## config.mk

```make
export PLATFORM = sky130hd
export DESIGN_NAME = gacr_regs
export DESIGN_NICKNAME = d
export VERILOG_FILES = /design/src/rtl/gacr_regs.v
export VERILOG_INCLUDE_DIRS = /design/src /design/src/rtl
export SDC_FILE = /design/constraint.sdc
export NUM_CORES = 1
export LEC_CHECK = 0
export BUFFER_PORTS_ARGS = -buffer_cell sky130_fd_sc_hd__buf_2
export CAP_MARGIN = 40
export CORE_ASPECT_RATIO = 0.9
export CORE_MARGIN = 2
export CORE_UTILIZATION = 54
export DETAILED_ROUTE_END_ITERATION = 10
export GPL_TIMING_DRIVEN = 1
export PLACE_DENSITY = 0.88
export SYNTH_ARGS = -nofsm -noshare
export SYNTH_HDL_FRONTEND = slang
export SYNTH_SLANG_ARGS = --single-unit
```

## constraint.sdc

```tcl
create_clock -name clk -period 1.5 [get_ports clk]
set_input_delay 0.225 -clock clk [delete_from_list [all_inputs] [get_ports clk]]
set_output_delay 0.225 -clock clk [all_outputs]
set_load 0.1 [all_outputs]
```

## src/rtl/gacr_consts.vh

```
// register offsets, field positions and reset values of the amplifier control block
`ifndef GACR_CONSTS_VH
`define GACR_CONSTS_VH
`define GACR_ADDR_W 8
`define GACR_OFF_AMP1_CTRL 8'h1B
`define GACR_OFF_AMP2_CTRL 8'h1C
`define GACR_OFF_AMP3_PWR 8'h1D
`define GACR_OFF_CMP_IRQ 8'h1E
`define GACR_OFF_REF_CTRL 8'h1F
`define GACR_RESET_VAL 8'h00
`define GACR_BIT_OFFSET_NULL 7
`define GACR_GAIN_HI 6
`define GACR_GAIN_LO 4
`define GACR_POS_HI 3
`define GACR_POS_LO 2
`define GACR_NEG_HI 1
`define GACR_NEG_LO 0
`define GACR_BIT_AMP3_ON 7
`define GACR_BIT_IE1 7
`define GACR_BIT_POL1 6
`define GACR_BIT_LVL1 5
`define GACR_BIT_ON1 4
`define GACR_BIT_IE2 3
`define GACR_BIT_POL2 2
`define GACR_BIT_LVL2 1
`define GACR_BIT_ON2 0
`define GACR_BIT_REF2_EN 7
`define GACR_REF2_HI 6
`define GACR_REF2_LO 4
`define GACR_BIT_REF1_EN 3
`define GACR_REF1_HI 2
`define GACR_REF1_LO 0
`define GACR_POS_STEP_REF 2'h0
`define GACR_POS_PIN 2'h1
`define GACR_POS_BANDGAP 2'h2
`define GACR_POS_FLOAT 2'h3
`define GACR_NEG_AGND 2'h0
`define GACR_NEG_FLOAT 2'h1
`define GACR_GAIN_COMPARATOR 3'h7
`endif

```

## src/rtl/gacr_regs.v

```verilog
// control and status registers of the programmable gain amplifier module
// Operation
// amp two offset-null flag at bit 7
// amp two gain code decoded, 111 comparator
// amp two positive input select, four sources
// amp two negative input: ground, float, pin
// amp three power bit 7, rest reserved
// software keeps amp three off when absent
// irq one needs enable and level match
// polarity bit one sets triggering level
// read-only filtered level one at bit 5
// amp one power switch at bit 4
// amp two fields in low nibble
// all power bits zero disables module
// ref two enable picks ground or ref
// ref two level in eighths of supply
// ref one enable picks ground or ref
// ref one level in eighths of supply
// both ref enables clear disable generator
// five registers consecutive, reset to zero
// amp one control mirrors amp two fields
// irq request is a level, not latched
// separate irq line per gain amp
// either irq may wake the processor
// power bits follow field descriptions
// comparator outputs pass two-flop synchroniser
//
// Strobed register access was left to the implementer.
`timescale 1ns/1ps
`default_nettype none
`include "gacr_consts.vh"
module gacr_regs (
  // clock, reset, enable
  input wire clk,
  input wire resetn,
  input wire clk_en,
  // register port
  input wire [7:0] addr,
  input wire [7:0] wdata,
  input wire wr_en,
  input wire rd_en,
  output reg [7:0] rdata,
  // comparator outputs from the analog side
  input wire [1:0] cmp_out_raw,
  // amplifier one controls
  output reg offset_null_en_1,
  output reg [2:0] gain_sel_1,
  output reg [1:0] pos_input_sel_1,
  output reg [1:0] neg_input_sel_1,
  output reg comparator_mode_1,
  output reg amp_one_power,
  // amplifier two controls
  output reg offset_null_en_2,
  output reg [2:0] gain_sel_2,
  output reg [1:0] pos_input_sel_2,
  output reg [1:0] neg_input_sel_2,
  output reg comparator_mode_2,
  output reg amp_two_power,
  // stand-alone amplifier and module power
  output reg standalone_amp_power,
  output reg module_enable,
  // reference generator
  output reg ref_one_enable,
  output reg [2:0] ref_one_level,
  output reg ref_two_enable,
  output reg [2:0] ref_two_level,
  output reg ref_gen_enable,
  output reg [1:0] pos_ref_connect,
  // interrupt requests, wake capable
  output reg cmp1_irq,
  output reg cmp2_irq
);

  reg [7:0] amp1_control_reg;
  reg [7:0] amp2_control_reg;
  reg amp3_power_reg;
  reg [7:0] irq_ctrl_reg;
  reg [7:0] ref_control_reg;
  reg [1:0] sync1_reg;
  reg [1:0] sync2_reg;
  reg [7:0] rdata_next;
  wire [1:0] cmp_level;
  wire [7:0] irq_view;
  wire [1:0] irq_next;

  // two-flop synchroniser per comparator
  always @(posedge clk or negedge resetn) begin
    if (!resetn) begin
      sync1_reg <= 2'h0;
      sync2_reg <= 2'h0;
    end else if (clk_en) begin
      sync1_reg <= cmp_out_raw;
      sync2_reg <= sync1_reg;
    end
  end

  assign cmp_level = sync2_reg;

  // status view: levels replace the stored bits
  assign irq_view = {irq_ctrl_reg[7:6], cmp_level[0], irq_ctrl_reg[4:2], cmp_level[1], irq_ctrl_reg[0]};

  // level request per amplifier
  assign irq_next[0] = irq_ctrl_reg[`GACR_BIT_IE1] & (cmp_level[0] == irq_ctrl_reg[`GACR_BIT_POL1]);
  assign irq_next[1] = irq_ctrl_reg[`GACR_BIT_IE2] & (cmp_level[1] == irq_ctrl_reg[`GACR_BIT_POL2]);

  // register writes
  always @(posedge clk or negedge resetn) begin
    if (!resetn) begin
      amp1_control_reg <= `GACR_RESET_VAL;
      amp2_control_reg <= `GACR_RESET_VAL;
      amp3_power_reg <= 1'b0;
      irq_ctrl_reg <= `GACR_RESET_VAL;
      ref_control_reg <= `GACR_RESET_VAL;
    end else if (clk_en && wr_en) begin
      case (addr)
        `GACR_OFF_AMP1_CTRL: amp1_control_reg <= wdata;
        `GACR_OFF_AMP2_CTRL: amp2_control_reg <= wdata;
        `GACR_OFF_AMP3_PWR: amp3_power_reg <= wdata[`GACR_BIT_AMP3_ON];
        `GACR_OFF_CMP_IRQ: irq_ctrl_reg <= wdata & 8'hDD;
        `GACR_OFF_REF_CTRL: ref_control_reg <= wdata;
        default: amp1_control_reg <= amp1_control_reg;
      endcase
    end
  end

  // read mux, unmapped reads zero
  always @* begin
    rdata_next = 8'h00;
    case (addr)
      `GACR_OFF_AMP1_CTRL: rdata_next = amp1_control_reg;
      `GACR_OFF_AMP2_CTRL: rdata_next = amp2_control_reg;
      `GACR_OFF_AMP3_PWR: rdata_next = {amp3_power_reg, 7'h00};
      `GACR_OFF_CMP_IRQ: rdata_next = irq_view;
      `GACR_OFF_REF_CTRL: rdata_next = ref_control_reg;
      default: rdata_next = 8'h00;
    endcase
  end

  // registered outputs
  always @(posedge clk or negedge resetn) begin
    if (!resetn) begin
      rdata <= 8'h00;
      offset_null_en_1 <= 1'b0;
      gain_sel_1 <= 3'h0;
      pos_input_sel_1 <= 2'h0;
      neg_input_sel_1 <= 2'h0;
      comparator_mode_1 <= 1'b0;
      amp_one_power <= 1'b0;
      offset_null_en_2 <= 1'b0;
      gain_sel_2 <= 3'h0;
      pos_input_sel_2 <= 2'h0;
      neg_input_sel_2 <= 2'h0;
      comparator_mode_2 <= 1'b0;
      amp_two_power <= 1'b0;
      standalone_amp_power <= 1'b0;
      module_enable <= 1'b0;
      ref_one_enable <= 1'b0;
      ref_one_level <= 3'h0;
      ref_two_enable <= 1'b0;
      ref_two_level <= 3'h0;
      ref_gen_enable <= 1'b0;
      pos_ref_connect <= 2'h0;
      cmp1_irq <= 1'b0;
      cmp2_irq <= 1'b0;
    end else if (clk_en) begin
      if (rd_en) begin
        rdata <= rdata_next;
      end
      offset_null_en_1 <= amp1_control_reg[`GACR_BIT_OFFSET_NULL];
      gain_sel_1 <= amp1_control_reg[`GACR_GAIN_HI:`GACR_GAIN_LO];
      pos_input_sel_1 <= amp1_control_reg[`GACR_POS_HI:`GACR_POS_LO];
      neg_input_sel_1 <= amp1_control_reg[`GACR_NEG_HI:`GACR_NEG_LO];
      comparator_mode_1 <= amp1_control_reg[`GACR_GAIN_HI:`GACR_GAIN_LO] == `GACR_GAIN_COMPARATOR;
      amp_one_power <= irq_ctrl_reg[`GACR_BIT_ON1];
      offset_null_en_2 <= amp2_control_reg[`GACR_BIT_OFFSET_NULL];
      gain_sel_2 <= amp2_control_reg[`GACR_GAIN_HI:`GACR_GAIN_LO];
      pos_input_sel_2 <= amp2_control_reg[`GACR_POS_HI:`GACR_POS_LO];
      neg_input_sel_2 <= amp2_control_reg[`GACR_NEG_HI:`GACR_NEG_LO];
      comparator_mode_2 <= amp2_control_reg[`GACR_GAIN_HI:`GACR_GAIN_LO] == `GACR_GAIN_COMPARATOR;
      amp_two_power <= irq_ctrl_reg[`GACR_BIT_ON2];
      standalone_amp_power <= amp3_power_reg;
      module_enable <= amp3_power_reg | irq_ctrl_reg[`GACR_BIT_ON1] | irq_ctrl_reg[`GACR_BIT_ON2];
      ref_one_enable <= ref_control_reg[`GACR_BIT_REF1_EN];
      ref_one_level <= ref_control_reg[`GACR_REF1_HI:`GACR_REF1_LO];
      ref_two_enable <= ref_control_reg[`GACR_BIT_REF2_EN];
      ref_two_level <= ref_control_reg[`GACR_REF2_HI:`GACR_REF2_LO];
      ref_gen_enable <= ref_control_reg[`GACR_BIT_REF1_EN] | ref_control_reg[`GACR_BIT_REF2_EN];
      // positive input tied to reference only when stepped source chosen and enabled
      pos_ref_connect[0] <= (amp1_control_reg[`GACR_POS_HI:`GACR_POS_LO] == `GACR_POS_STEP_REF) &
                            ref_control_reg[`GACR_BIT_REF1_EN];
      pos_ref_connect[1] <= (amp2_control_reg[`GACR_POS_HI:`GACR_POS_LO] == `GACR_POS_STEP_REF) &
                            ref_control_reg[`GACR_BIT_REF2_EN];
      cmp1_irq <= irq_next[0];
      cmp2_irq <= irq_next[1];
    end
  end

endmodule // gacr_regs
`default_nettype wire

```

# ---- Word-level counts from Yosys, hierarchy flattened
# Cells that the tools add are included.
# W data, S select, Z words.
dict set report word_totals {
  regBits 78
  latch_bits 0
  mem_bits_rw 0
  mem_bits_ro 0
  n_memories 0
}
dict set report op_classes {
  add_sub_neg 0
  n_mul 0
  div 0
  order_cmp 0
  eq_ne 9
  n_shift 0
  mux 1
  bitwise_logic 7
  n_reduce_logical 9
}
# cell count
set ops {}
lappend ops {{$eq A8 B5 Y1 const B} 5}
lappend ops {{$pmux W8 S5} 1}
lappend ops {{$reduce_and A2 Y1} 6}
lappend ops {{$eq A3 B3 Y1 const B} 2}
lappend ops {{$and A1 B1 Y1} 4}
lappend ops {{$logic_not A2 Y1} 2}
lappend ops {{$or A1 B1 Y1} 3}
lappend ops {{$eq A1 B1 Y1} 2}
lappend ops {{$logic_and A1 B1 Y1} 1}

# ---- Logic depth before layout (Yosys ltp)
# Gate-level depths: netlist of the first run.
dict set report logic_depth {
  word_depth 2
  mapped_depth 5
  ltp_nobuf 4
}

# ---- Worst setup path after synthesis of the first run
# Ideal clock, no wire load.
dict set report synth_path {
  path_type {input -> register}
  start {input port addr[6]}
  end {register amp1_control_reg[0]}
  setup_ps 125
  t_arrival_ps 1632
  required_ps 1375
  path_slack_ps -257
  stages 5
  path_buffers 1
  path_cell_list {nand4bb_1 -> or2_2 -> buf_6 -> nor4_4 -> mux2_2}
}
dict set report synth_between {
  elab_chain_cells 2
}
# element line
set synth_rtl {}
lappend synth_rtl {{from (decl)} gacr_regs.v:38} ;# input wire [7:0] addr,
lappend synth_rtl {{$eq A8 B5 Y1} gacr_regs.v:115} ;# case (addr)
lappend synth_rtl {{$reduce_and A2 Y1 (no source line)} n/a}
lappend synth_rtl {{to (signal assigned)} gacr_regs.v:109} ;# amp1_control_reg <= `GACR_RESET_VAL;
lappend synth_rtl {{to (signal assigned)} gacr_regs.v:116} ;# `GACR_OFF_AMP1_CTRL: amp1_control_reg <= wdata;
lappend synth_rtl {{to (signal assigned)} gacr_regs.v:121} ;# default: amp1_control_reg <= amp1_control_reg;
lappend synth_rtl {{to (decl)} gacr_regs.v:74} ;# reg [7:0] amp1_control_reg;
# Every way passes these cells.
# A chain may end at the register's enable or synchronous reset.

# ---- Worst setup path after layout of the first run
dict set report layout_path {
  start {input port addr[6]}
  end {register amp2_control_reg[7]}
}
dict set report layout_between {
  elab_chain_cells 2
}
# element line
set layout_rtl {}
lappend layout_rtl {{$eq A8 B5 Y1} gacr_regs.v:115}
lappend layout_rtl {{$reduce_and A2 Y1 (no source line)} n/a}
lappend layout_rtl {{to (signal assigned)} gacr_regs.v:110} ;# amp2_control_reg <= `GACR_RESET_VAL;
lappend layout_rtl {{to (signal assigned)} gacr_regs.v:117} ;# `GACR_OFF_AMP2_CTRL: amp2_control_reg <= wdata;
lappend layout_rtl {{to (decl)} gacr_regs.v:75} ;# reg [7:0] amp2_control_reg;
# Every way passes these cells.

==> results.json, run 1 <==
{
  "insertion_delay_ps": 350,
  "rsz0062_at_grt": "yes",
  "critPathKind": "in2reg",
  "dp_hpwl_microns": 5240,
  "cp.arrival_ps": 1760,
  "grt-ovfl-total": 0,
  "path_clk_slew_ps": 80,
  "diodes": 0,
  "ys_types": 34,
  "worst_slew_pin_slew_ps": 502,
  "synth_area_sq_um": 3270,
  "synth-xor-area-share_pct": 0.536,
  "placed_cell_area_sq_um": 3920,
  "drive_gt1_share_pct": 55.5,
  "die_x_microns": 86.0,
  "fmax_mhz": 658,
  "finalPower_mw": 4.27,
  "fin_crit_sh_pct": 101,
  "leakage_nw": 2.16,
  "drc_errors": 0,
  "synthCells": 232,
  "critPathMostFrequentCell": "buf_6",
  "relSlewSlack_pct": 66.8,
  "htree_num_levels": 3,
  "worstSetupEndpointType": "flip-flop",
  "synthSimpleGateAreaFrac_pct": 6.81,
  "ys_ff_latch": 78,
  "hold_viol_final": 0,
  "cp_max_fo": 5,
  "ant_nets": 0,
  "synth-seq-area-share_pct": 59.7,
  "r2r_start": "amp1_control_reg[0]",
  "synth_compound_area_share_pct": 6.66,
  "synth_top_family_by_area": "multiplexers",
  "track_usage_pct": 24.1,
  "hp-start": "cmp_out_raw[1]",
  "place_ws_ps": -507,
  "first_pass_iters": 4,
  "instances_no_fill": 405,
  "hp-class": "in2reg",
  "gp_congestion": 0.869,
  "cp-start-kind": "primary input",
  "setup_tns_ps": -103,
  "drtIter0Drc": 176,
  "cts_buffer_depth": 2,
  "violations": "negative setup slack",
  "die_h_microns": 77.8,
  "ys_warn_count": 0,
  "fin_ws_ps": -20.0,
  "cap_violations": 0,
  "postLayoutCoreUtil_pct": 72.8,
  "grt_max_degree": 79,
  "crit_required_ps": 1740,
  "design_area_sq_um": 4190,
  "cp_slowest_cell": "or4_4",
  "num_vias": 2323,
  "hold_end": "sync1_reg[1]",
  "status": "complete, but fails checks",
  "worstRegToRegCells": 4,
  "synth_fp_nets": 255,
  "drv_slew": 0,
  "synth.area.mux_share_pct": 23.9,
  "avgSynthCellArea_sq_um": 14.1,
  "cts-buffers-inserted": 9,
  "skew_ps": 7.90,
  "dp.cells": 387,
  "holdPathStages": 2,
  "crit_family": "simple AND/OR/NAND/NOR gates",
  "dieArea_sq_um": 6700,
  "multi_input_area_sq_um": 1300,
  "final_net_count": 353,
  "powerDensity_nw_per_um2": 1020,
  "cts.sinks": 78,
  "period_needed_ps": 1520,
  "placementRows": 26,
  "grt_pass1_vias": 2354,
  "crit_buf_inv": 2,
  "port_buffers": 65,
  "wl_microns": 7550,
  "num-fill-cells": 377,
  "setup_viol": 10,
  "cts_root_buffer": "clkbuf_8",
  "ioPinCount": 66,
  "r2r_end": "rdata[0]",
  "path_cells": "buf_6 -> nand4bb_4 -> or4_4 -> nor3_4 -> buf_6 -> mux2_2",
  "floorplan.initialDensity_pct": 56.8,
  "vias_per_cell": 5.74,
  "ir_drop_mv": 0.813,
  "grt_first_pass_wirelength_microns": 12200,
  "post_drt_wl_per_cell_microns": 18.6,
  "rrSetupSlack_ps": 300,
  "cp_slowest_stage_delay_ps": 550,
  "antenna_found_initial": 0,
  "areaGrowthSynthToFinish_pct": 28.1,
  "cts_tree": "built",
  "finalHoldWorstSlack_ps": 101,
  "register_area_sq_um": 1950,
  "synth_fa_ha_area_share_pct": 0,
  "core_area_sq_um": 5760
}
[routing by layer]
metal | wire [microns] | global-route usage (%) | vias up
met4 | 120 | 7.46 | 0
li1 | - | - | 1060
met1 | 3280 | 33.0 | 1168
met5 | 0 | 0 | -
met2 | 3640 | 36.8 | 82
met3 | 507 | 7.87 | 13
[cells in the final DEF, fill, tap and decap left out, types with 6 or more instances in the layout]
cell,n
mux2_2,55
inv_1,7
o21ai_0,8
dfrtp_1,78
buf_2,62
nand2_1,6
buf_4,28
mux2_4,10
clkbuf_8,12
nor3_1,6
[cell usage after synthesis, drive strengths merged]
cell,count,area (sq um)
o32ai,1,8.76
nor3b,3,22.5
nand2b,1,6.26
a21oi,2,10.0
clkbuf,6,22.5
nor4,3,33.8
a22oi,3,22.5
nand4bb,1,11.3
or2,1,6.26
nand4,2,12.5
nand3b,1,7.51
nand2,6,22.5
mux2i,5,50.1
inv,7,26.3
nor3,7,46.3
a32oi,3,26.3
o21ai,8,40.0
mux2,65,732
a211o,1,8.76
nor2,6,27.5
buf,5,30.0
a2bb2oi,5,43.8
or4,1,7.51
nand3,2,10.0
xnor2,2,17.5
o31ai,1,7.51
a221o,5,50.1
nand4b,1,8.76
dfrtp,78,1950
[power breakdown]
part	internal, mW	total [mW]	switching [mW]
clock	0.739	1.49	0.750
sequential	2.17	2.22	0.0503
combinational	0.174	0.561	0.387
[area by class of cell]
cell class,instances,area share [%]
sequential,78,46.6
multi-input combinational,136,31.1
timing repair buffer,98,15.0
clock buffer,12,3.94
tap,70,2.09
clock inverter,4,0.687
inverter,7,0.627
[worst reg2reg max path: stages, from the launching register on]
cell	delay (ps)
dfrtp_1	400
mux2i_1	140
a2bb2oi_1	220
nor3_1	70
a221o_1	260
[cell families (layout without fill, tap and decap cells)]
family,after synthesis,after routing
flops,78,78
buf+inv,18,121
compound gates,29,29
mux,70,70
xor+xnor,2,2
simple gates,35,35
[timing repair]
item / 4_1_cts / 5_1_grt
hold buffers: 1 / 0
setup buffers: 0 / 1
hold endpoints to repair: 78 / 0
endpoints found under the setup margin: 23 / 20
resized for setup: 3 / 9
[worst max-delay path by stage]
stage	startpoint	end	slack [ps]	cells after the start
2_1_floorplan	addr[6]	amp2_control_reg[0]	-260	5
3_3_place_gp	addr[6]	ref_control_reg[5]	-440	6
3_5_place_dp	addr[6]	amp2_control_reg[3]	-510	6
4_1_cts	addr[6]	amp2_control_reg[5]	-20	6
5_1_grt	addr[6]	ref_control_reg[4]	-30	6
6_report	addr[6]	amp2_control_reg[7]	-20	6
(Power assumes the default switching activity.)
==> run 2: changes to the inputs <==
--- a/config.mk
+++ b/config.mk
@@ -9,7 +9,6 @@
 export BUFFER_PORTS_ARGS = -buffer_cell sky130_fd_sc_hd__buf_2
 export CAP_MARGIN = 40
 export CORE_ASPECT_RATIO = 0.9
-export CORE_MARGIN = 2
 export CORE_UTILIZATION = 54
 export DETAILED_ROUTE_END_ITERATION = 10
 export GPL_TIMING_DRIVEN = 1
==> run 2 against run 1 <==
The run ends with design-rule violations left. First-iteration DRC count decreased by 16%. Sequential power about the same. Combinational power is essentially flat. Non-clock buffer count rose by 1. Clock skew is essentially flat. Clock-buffer cell count fell by 2. Power increased by 9.9%. Register-to-register slack got worse by 40 ps. Worst setup slack gained 28 ps. Die area decreased by 4.8%. Design area up 1.2%. Wire length is 2.7% higher.
==> results.json, run 2 (synthesis gave the netlist of run 1 again) <==
{
  "cts-buffers-inserted": 9,
  "core_area_sq_um": 5760,
  "crit_required_ps": 1750,
  "gp_congestion": 0.841,
  "hold_viol_final": 0,
  "relSlewSlack_pct": 67.6,
  "p_clk_share_pct": 40.7,
  "grt_pass1_vias": 2384,
  "final_common_cell": "dfrtp_1",
  "power_frac_seq_pct": 47.3,
  "drive_gt1_share_pct": 55.7,
  "path_clk_slew_ps": 80,
  "status": "complete, but fails checks",
  "grt-ovfl-total": 0,
  "worstRegToRegCells": 4,
  "wl_microns": 7750,
  "violations": "design-rule violations",
  "period_needed_ps": 1490,
  "cp_max_fo": 8,
  "num_vias": 2319,
  "cts_buffer_depth": 2,
  "fin_crit_sh_pct": 99.5,
  "fmax_mhz": 670,
  "swShare_pct": 25.7,
  "final_net_count": 354,
  "placementRows": 26,
  "grt_max_degree": 32,
  "dp_hpwl_microns": 5640,
  "dieArea_sq_um": 6370,
  "htree_num_levels": 3,
  "diodes": 0,
  "insertion_delay_ps": 360,
  "powerDensity_nw_per_um2": 1110,
  "postLayoutCoreUtil_pct": 73.6,
  "cts_tree": "built",
  "power_frac_comb_pct": 12.0,
  "worstSetupEndpointType": "flip-flop",
  "drc_errors": 8,
  "cap_violations": 0,
  "worst_slew_pin_slew_ps": 490,
  "die_h_microns": 75.8,
  "critPathKind": "in2reg",
  "grt_first_pass_wirelength_microns": 12600,
  "drtIter0Drc": 147,
  "track_usage_pct": 27.5,
  "floorplan.initialDensity_pct": 56.8,
  "die_x_microns": 84.0,
  "holdPathStages": 2,
  "power.internal_mw": 3.48,
  "setup_viol": 0,
  "cts_setup_buffers": 0,
  "ant_nets": 0,
  "place_ws_ps": -494,
  "cp.arrival_ps": 1740,
  "areaGrowthSynthToFinish_pct": 29.6,
  "crit_family": "simple AND/OR/NAND/NOR gates",
  "path_cells": "buf_2 -> nand4bb_4 -> or4_4 -> nor3_4 -> buf_12 -> mux2_2",
  "leakage_nw": 2.19,
  "hp-class": "in2reg",
  "skew_ps": 7.91,
  "num-fill-cells": 374,
  "port_buffers": 65,
  "vias_per_cell": 5.71,
  "crit_buf_inv": 2,
  "cp-start-kind": "primary input",
  "rsz0062_at_grt": "yes",
  "cts.sinks": 78,
  "p_switching_mw": 1.20,
  "multi_input_area_sq_um": 1300,
  "cts_root_buffer": "clkbuf_8",
  "drv_slew": 0,
  "post_drt_wl_per_cell_microns": 19.1,
  "cp_slowest_stage_delay_ps": 500,
  "fin_ws_ps": 7.85,
  "layout_common_cells": "dfrtp_1 (78), buf_2 (64), mux2_2 (60)",
  "cp_slowest_cell": "or4_4",
  "antenna_found_initial": 0,
  "first_pass_iters": 7,
  "register_area_sq_um": 1950,
  "ir_drop_mv": 0.796,
  "ioPinCount": 66,
  "path_depth": 6
}
[run 2: cell types whose count changed in the layout (fill, tap and decap cells not counted), moves of 3 or more]
| cell | previous run | this run |
|---|---|---|
| mux2_2 | 55 | 60 |
| buf_6 | 5 | 0 |
| bufinv_16 | 0 | 3 |
| mux2_4 | 10 | 5 |
| buf_4 | 28 | 31 |
[run 2: what timing repair did]
action | CTS | global route
setup endpoints to repair | 23 | 25
pin swaps | 0 | 1
resized for setup | 2 | 3
endpoints found under the hold margin | 26 | 0
hold buffers | 1 | 0
[run 2: routing by layer]
metal	vias to the layer above	global-route usage, %	part of all wire (%)
met2	85	45.9	49
met1	1163	35.2	43
li1	1054	-	-
met4	0	7.47	1.7
met3	17	9.10	6.0
met5	-	0	0
[run 2: metrics by stage]
step                      hold WS (ps)  instances  setup TNS [ps]  total power, mW  instance area, sq um
after floorplan                  -70.6        232           -7000             2.61                  3300
after global placement             178        389          -13340             2.80                  3940
after detailed placement           178        389          -14520             2.81                  3940
after CTS                         90.5        406           -98.0             4.71                  4220
after global routing              81.0        406            -145             4.83                  4240
final                             96.4        406               0             4.69                  4240
[run 2: area by class of cell]
cell class / count / share of cell area (%)
clock buffer: 10 / 3.25
clock inverter: 6 / 2.57
inverter: 7 / 0.620
multi-input combinational: 136 / 30.8
sequential: 78 / 46.0
tap: 70 / 2.07
timing repair buffer: 99 / 14.7
[run 2: path summary, 6_finish.rpt]
path,from,end,slack (ps)
max,addr[6],amp2_control_reg[5],8
min,cmp_out_raw[0],sync1_reg[0],100
max reg2reg,ref_control_reg[3],rdata[3],260
min reg2reg,offset_null_en_2,offset_null_en_2,500
max in group asynchronous,resetn,ref_gen_enable,580
min in group asynchronous,resetn,comparator_mode_1,340
[run 2: power groups by stage]
stage | clock network (mW) | logic [mW] | registers, mW
3_3_place_gp | 0 | 0.544 | 2.25
3_5_place_dp | 0 | 0.554 | 2.26
4_1_cts | 1.93 | 0.562 | 2.22
5_1_grt | 2.01 | 0.595 | 2.22
6_report | 1.91 | 0.562 | 2.22
2_1_floorplan | 0 | 0.156 | 2.45
==> run 3: changes to the inputs <==
--- a/config.mk
+++ b/config.mk
@@ -9,10 +9,12 @@
 export BUFFER_PORTS_ARGS = -buffer_cell sky130_fd_sc_hd__buf_2
 export CAP_MARGIN = 40
 export CORE_ASPECT_RATIO = 0.9
+export CORE_MARGIN = 8
 export CORE_UTILIZATION = 54
 export DETAILED_ROUTE_END_ITERATION = 10
 export GPL_TIMING_DRIVEN = 1
 export PLACE_DENSITY = 0.88
+export REMOVE_ABC_BUFFERS = 1
 export SYNTH_ARGS = -nofsm -noshare
 export SYNTH_HDL_FRONTEND = slang
 export SYNTH_SLANG_ARGS = --single-unit
==> run 3 against run 2 <==
Critical path depth stayed put. Combinational power is 4.1% lower. Power down 4.3%. Clock-buffer cell count unchanged. Sequential power hardly changed. Critical endpoint is now amp2_control_reg[1]. The run now ends clean.
==> results.json, run 3 (synthesis gave the netlist of run 1 again) <==
{
  "hp-start": "cmp_out_raw[0]",
  "ant_nets": 0,
  "core_area_sq_um": 5980,
  "die_h_microns": 89.8,
  "grt_pass1_vias": 2393,
  "dp.cells": 383,
  "final_net_count": 346,
  "htree_num_levels": 3,
  "gp_congestion": 0.873,
  "dp_hpwl_microns": 5520,
  "port_buffers": 65,
  "wl_microns": 7640,
  "ioPinCount": 66,
  "swShare_pct": 26.5,
  "leakage_nw": 2.12,
  "final_common_cell": "dfrtp_1",
  "r2r_start": "ref_control_reg[2]",
  "grt-ovfl-total": 0,
  "place_ws_ps": -462,
  "die_x_microns": 98.0,
  "num_vias": 2250,
  "dieArea_sq_um": 8810,
  "rsz0062_at_grt": "no",
  "p_switching_mw": 1.19,
  "design_area_sq_um": 4090,
  "r2r_end": "rdata[2]",
  "cts-buffers-inserted": 9,
  "track_usage_pct": 18.0,
  "placementRows": 27,
  "post_drt_wl_per_cell_microns": 19.1,
  "power_frac_comb_pct": 12.0,
  "powerDensity_nw_per_um2": 1100,
  "first_pass_iters": 4,
  "relSlewSlack_pct": 66.7,
  "status": "completed",
  "power_frac_seq_pct": 49.4,
  "grt_max_degree": 49,
  "cp-start-kind": "primary input",
  "cts.sinks": 78,
  "instances_no_fill": 400,
  "cp_max_fo": 4,
  "hold_end": "sync1_reg[0]",
  "crit_required_ps": 1740,
  "cp.arrival_ps": 1690,
  "cap_violations": 0,
  "cts_setup_buffers": 0,
  "areaGrowthSynthToFinish_pct": 24.9,
  "cts_buffer_depth": 2,
  "cts_tree": "built",
  "insertion_delay_ps": 350,
  "fin_crit_sh_pct": 96.5,
  "fin_ws_ps": 53.2,
  "layout_common_cells": "dfrtp_1 (78), mux2_2 (65), buf_2 (64)",
  "antenna_found_initial": 0,
  "power.internal_mw": 3.30,
  "path_clk_slew_ps": 80,
  "diodes": 0,
  "drv_slew": 0,
  "setup_viol": 0,
  "period_needed_ps": 1450,
  "p_clk_share_pct": 38.6,
  "worstSetupEndpointType": "flip-flop",
  "fmax_mhz": 691,
  "hp-class": "in2reg",
  "grt_first_pass_wirelength_microns": 12400,
  "holdPathStages": 2,
  "skew_ps": 9.29,
  "rrSetupSlack_ps": 240,
  "vias_per_cell": 5.63,
  "hold_viol_final": 0,
  "worst_slew_pin_slew_ps": 502,
  "critPathKind": "in2reg",
  "drc_errors": 0,
  "ir_drop_mv": 1.27,
  "drive_gt1_share_pct": 54.3,
  "floorplan.initialDensity_pct": 54.7,
  "finalPower_mw": 4.48,
  "drtIter0Drc": 137,
  "placed_cell_area_sq_um": 3840,
  "cts_root_buffer": "clkbuf_8",
  "worstRegToRegCells": 4
}
## run 3: cell type report
cell class / instances / area (sq um)
Clock buffer: 10 / 138
Clock inverter: 6 / 85.1
Fill cell: 418 / 1890
Inverter: 7 / 26.3
Multi-Input combinational cell: 136 / 1250
Sequential cell: 78 / 1950
Tap cell: 72 / 90.1
Timing Repair Buffer: 91 / 546
## run 3: metrics by stage
stage	TNS (ps)	util, %	hold WS (ps)
floorplan	-7770	-	-70.6
global placement	-13380	64.2	151
detailed placement	-14910	64.2	156
CTS	0	68.2	85.7
global route	0	68.3	77.4
finish	0	68.3	100
## run 3: power groups by stage
stage	registers [mW]	clock network (mW)	logic (mW)
floorplan	2.45	0	0.121
global placement	2.25	0	0.526
detailed placement	2.26	0	0.536
CTS	2.21	1.77	0.541
global route	2.22	1.86	0.568
finish	2.21	1.73	0.539
## run 3: routing by layer
metal	GRT usage [%]	vias to the layer above	wire length, microns
met5	0	-	0
li1	-	1043	-
met3	6.24	13	549
met1	22.3	1108	3330
met4	7.65	0	127
met2	27.8	86	3630
## run 3: timing repair
action,CTS,global route
resized for setup,2,2
hold buffers,1,0
pin swaps,0,2
cloned,0,0
endpoints found under the hold margin,25,0
setup endpoints to repair,25,31
## run 3: how the worst max path moves through the flow
stage | slack [ps] | endpoint | start
2_1_floorplan | -270 | amp2_control_reg[0] | addr[6]
3_3_place_gp | -410 | amp2_control_reg[3] | addr[6]
3_5_place_dp | -460 | amp2_control_reg[1] | addr[6]
4_1_cts | 4 | amp1_control_reg[1] | addr[6]
5_1_grt | 30 | amp2_control_reg[5] | addr[6]
6_report | 50 | amp2_control_reg[1] | addr[6]
## run 3: critical path, stage by stage
cell and delay [ps]:
buf_2 100, nand4bb_1 200, or4_4 490, nor3_4 170, buf_4 170, mux2_2 340
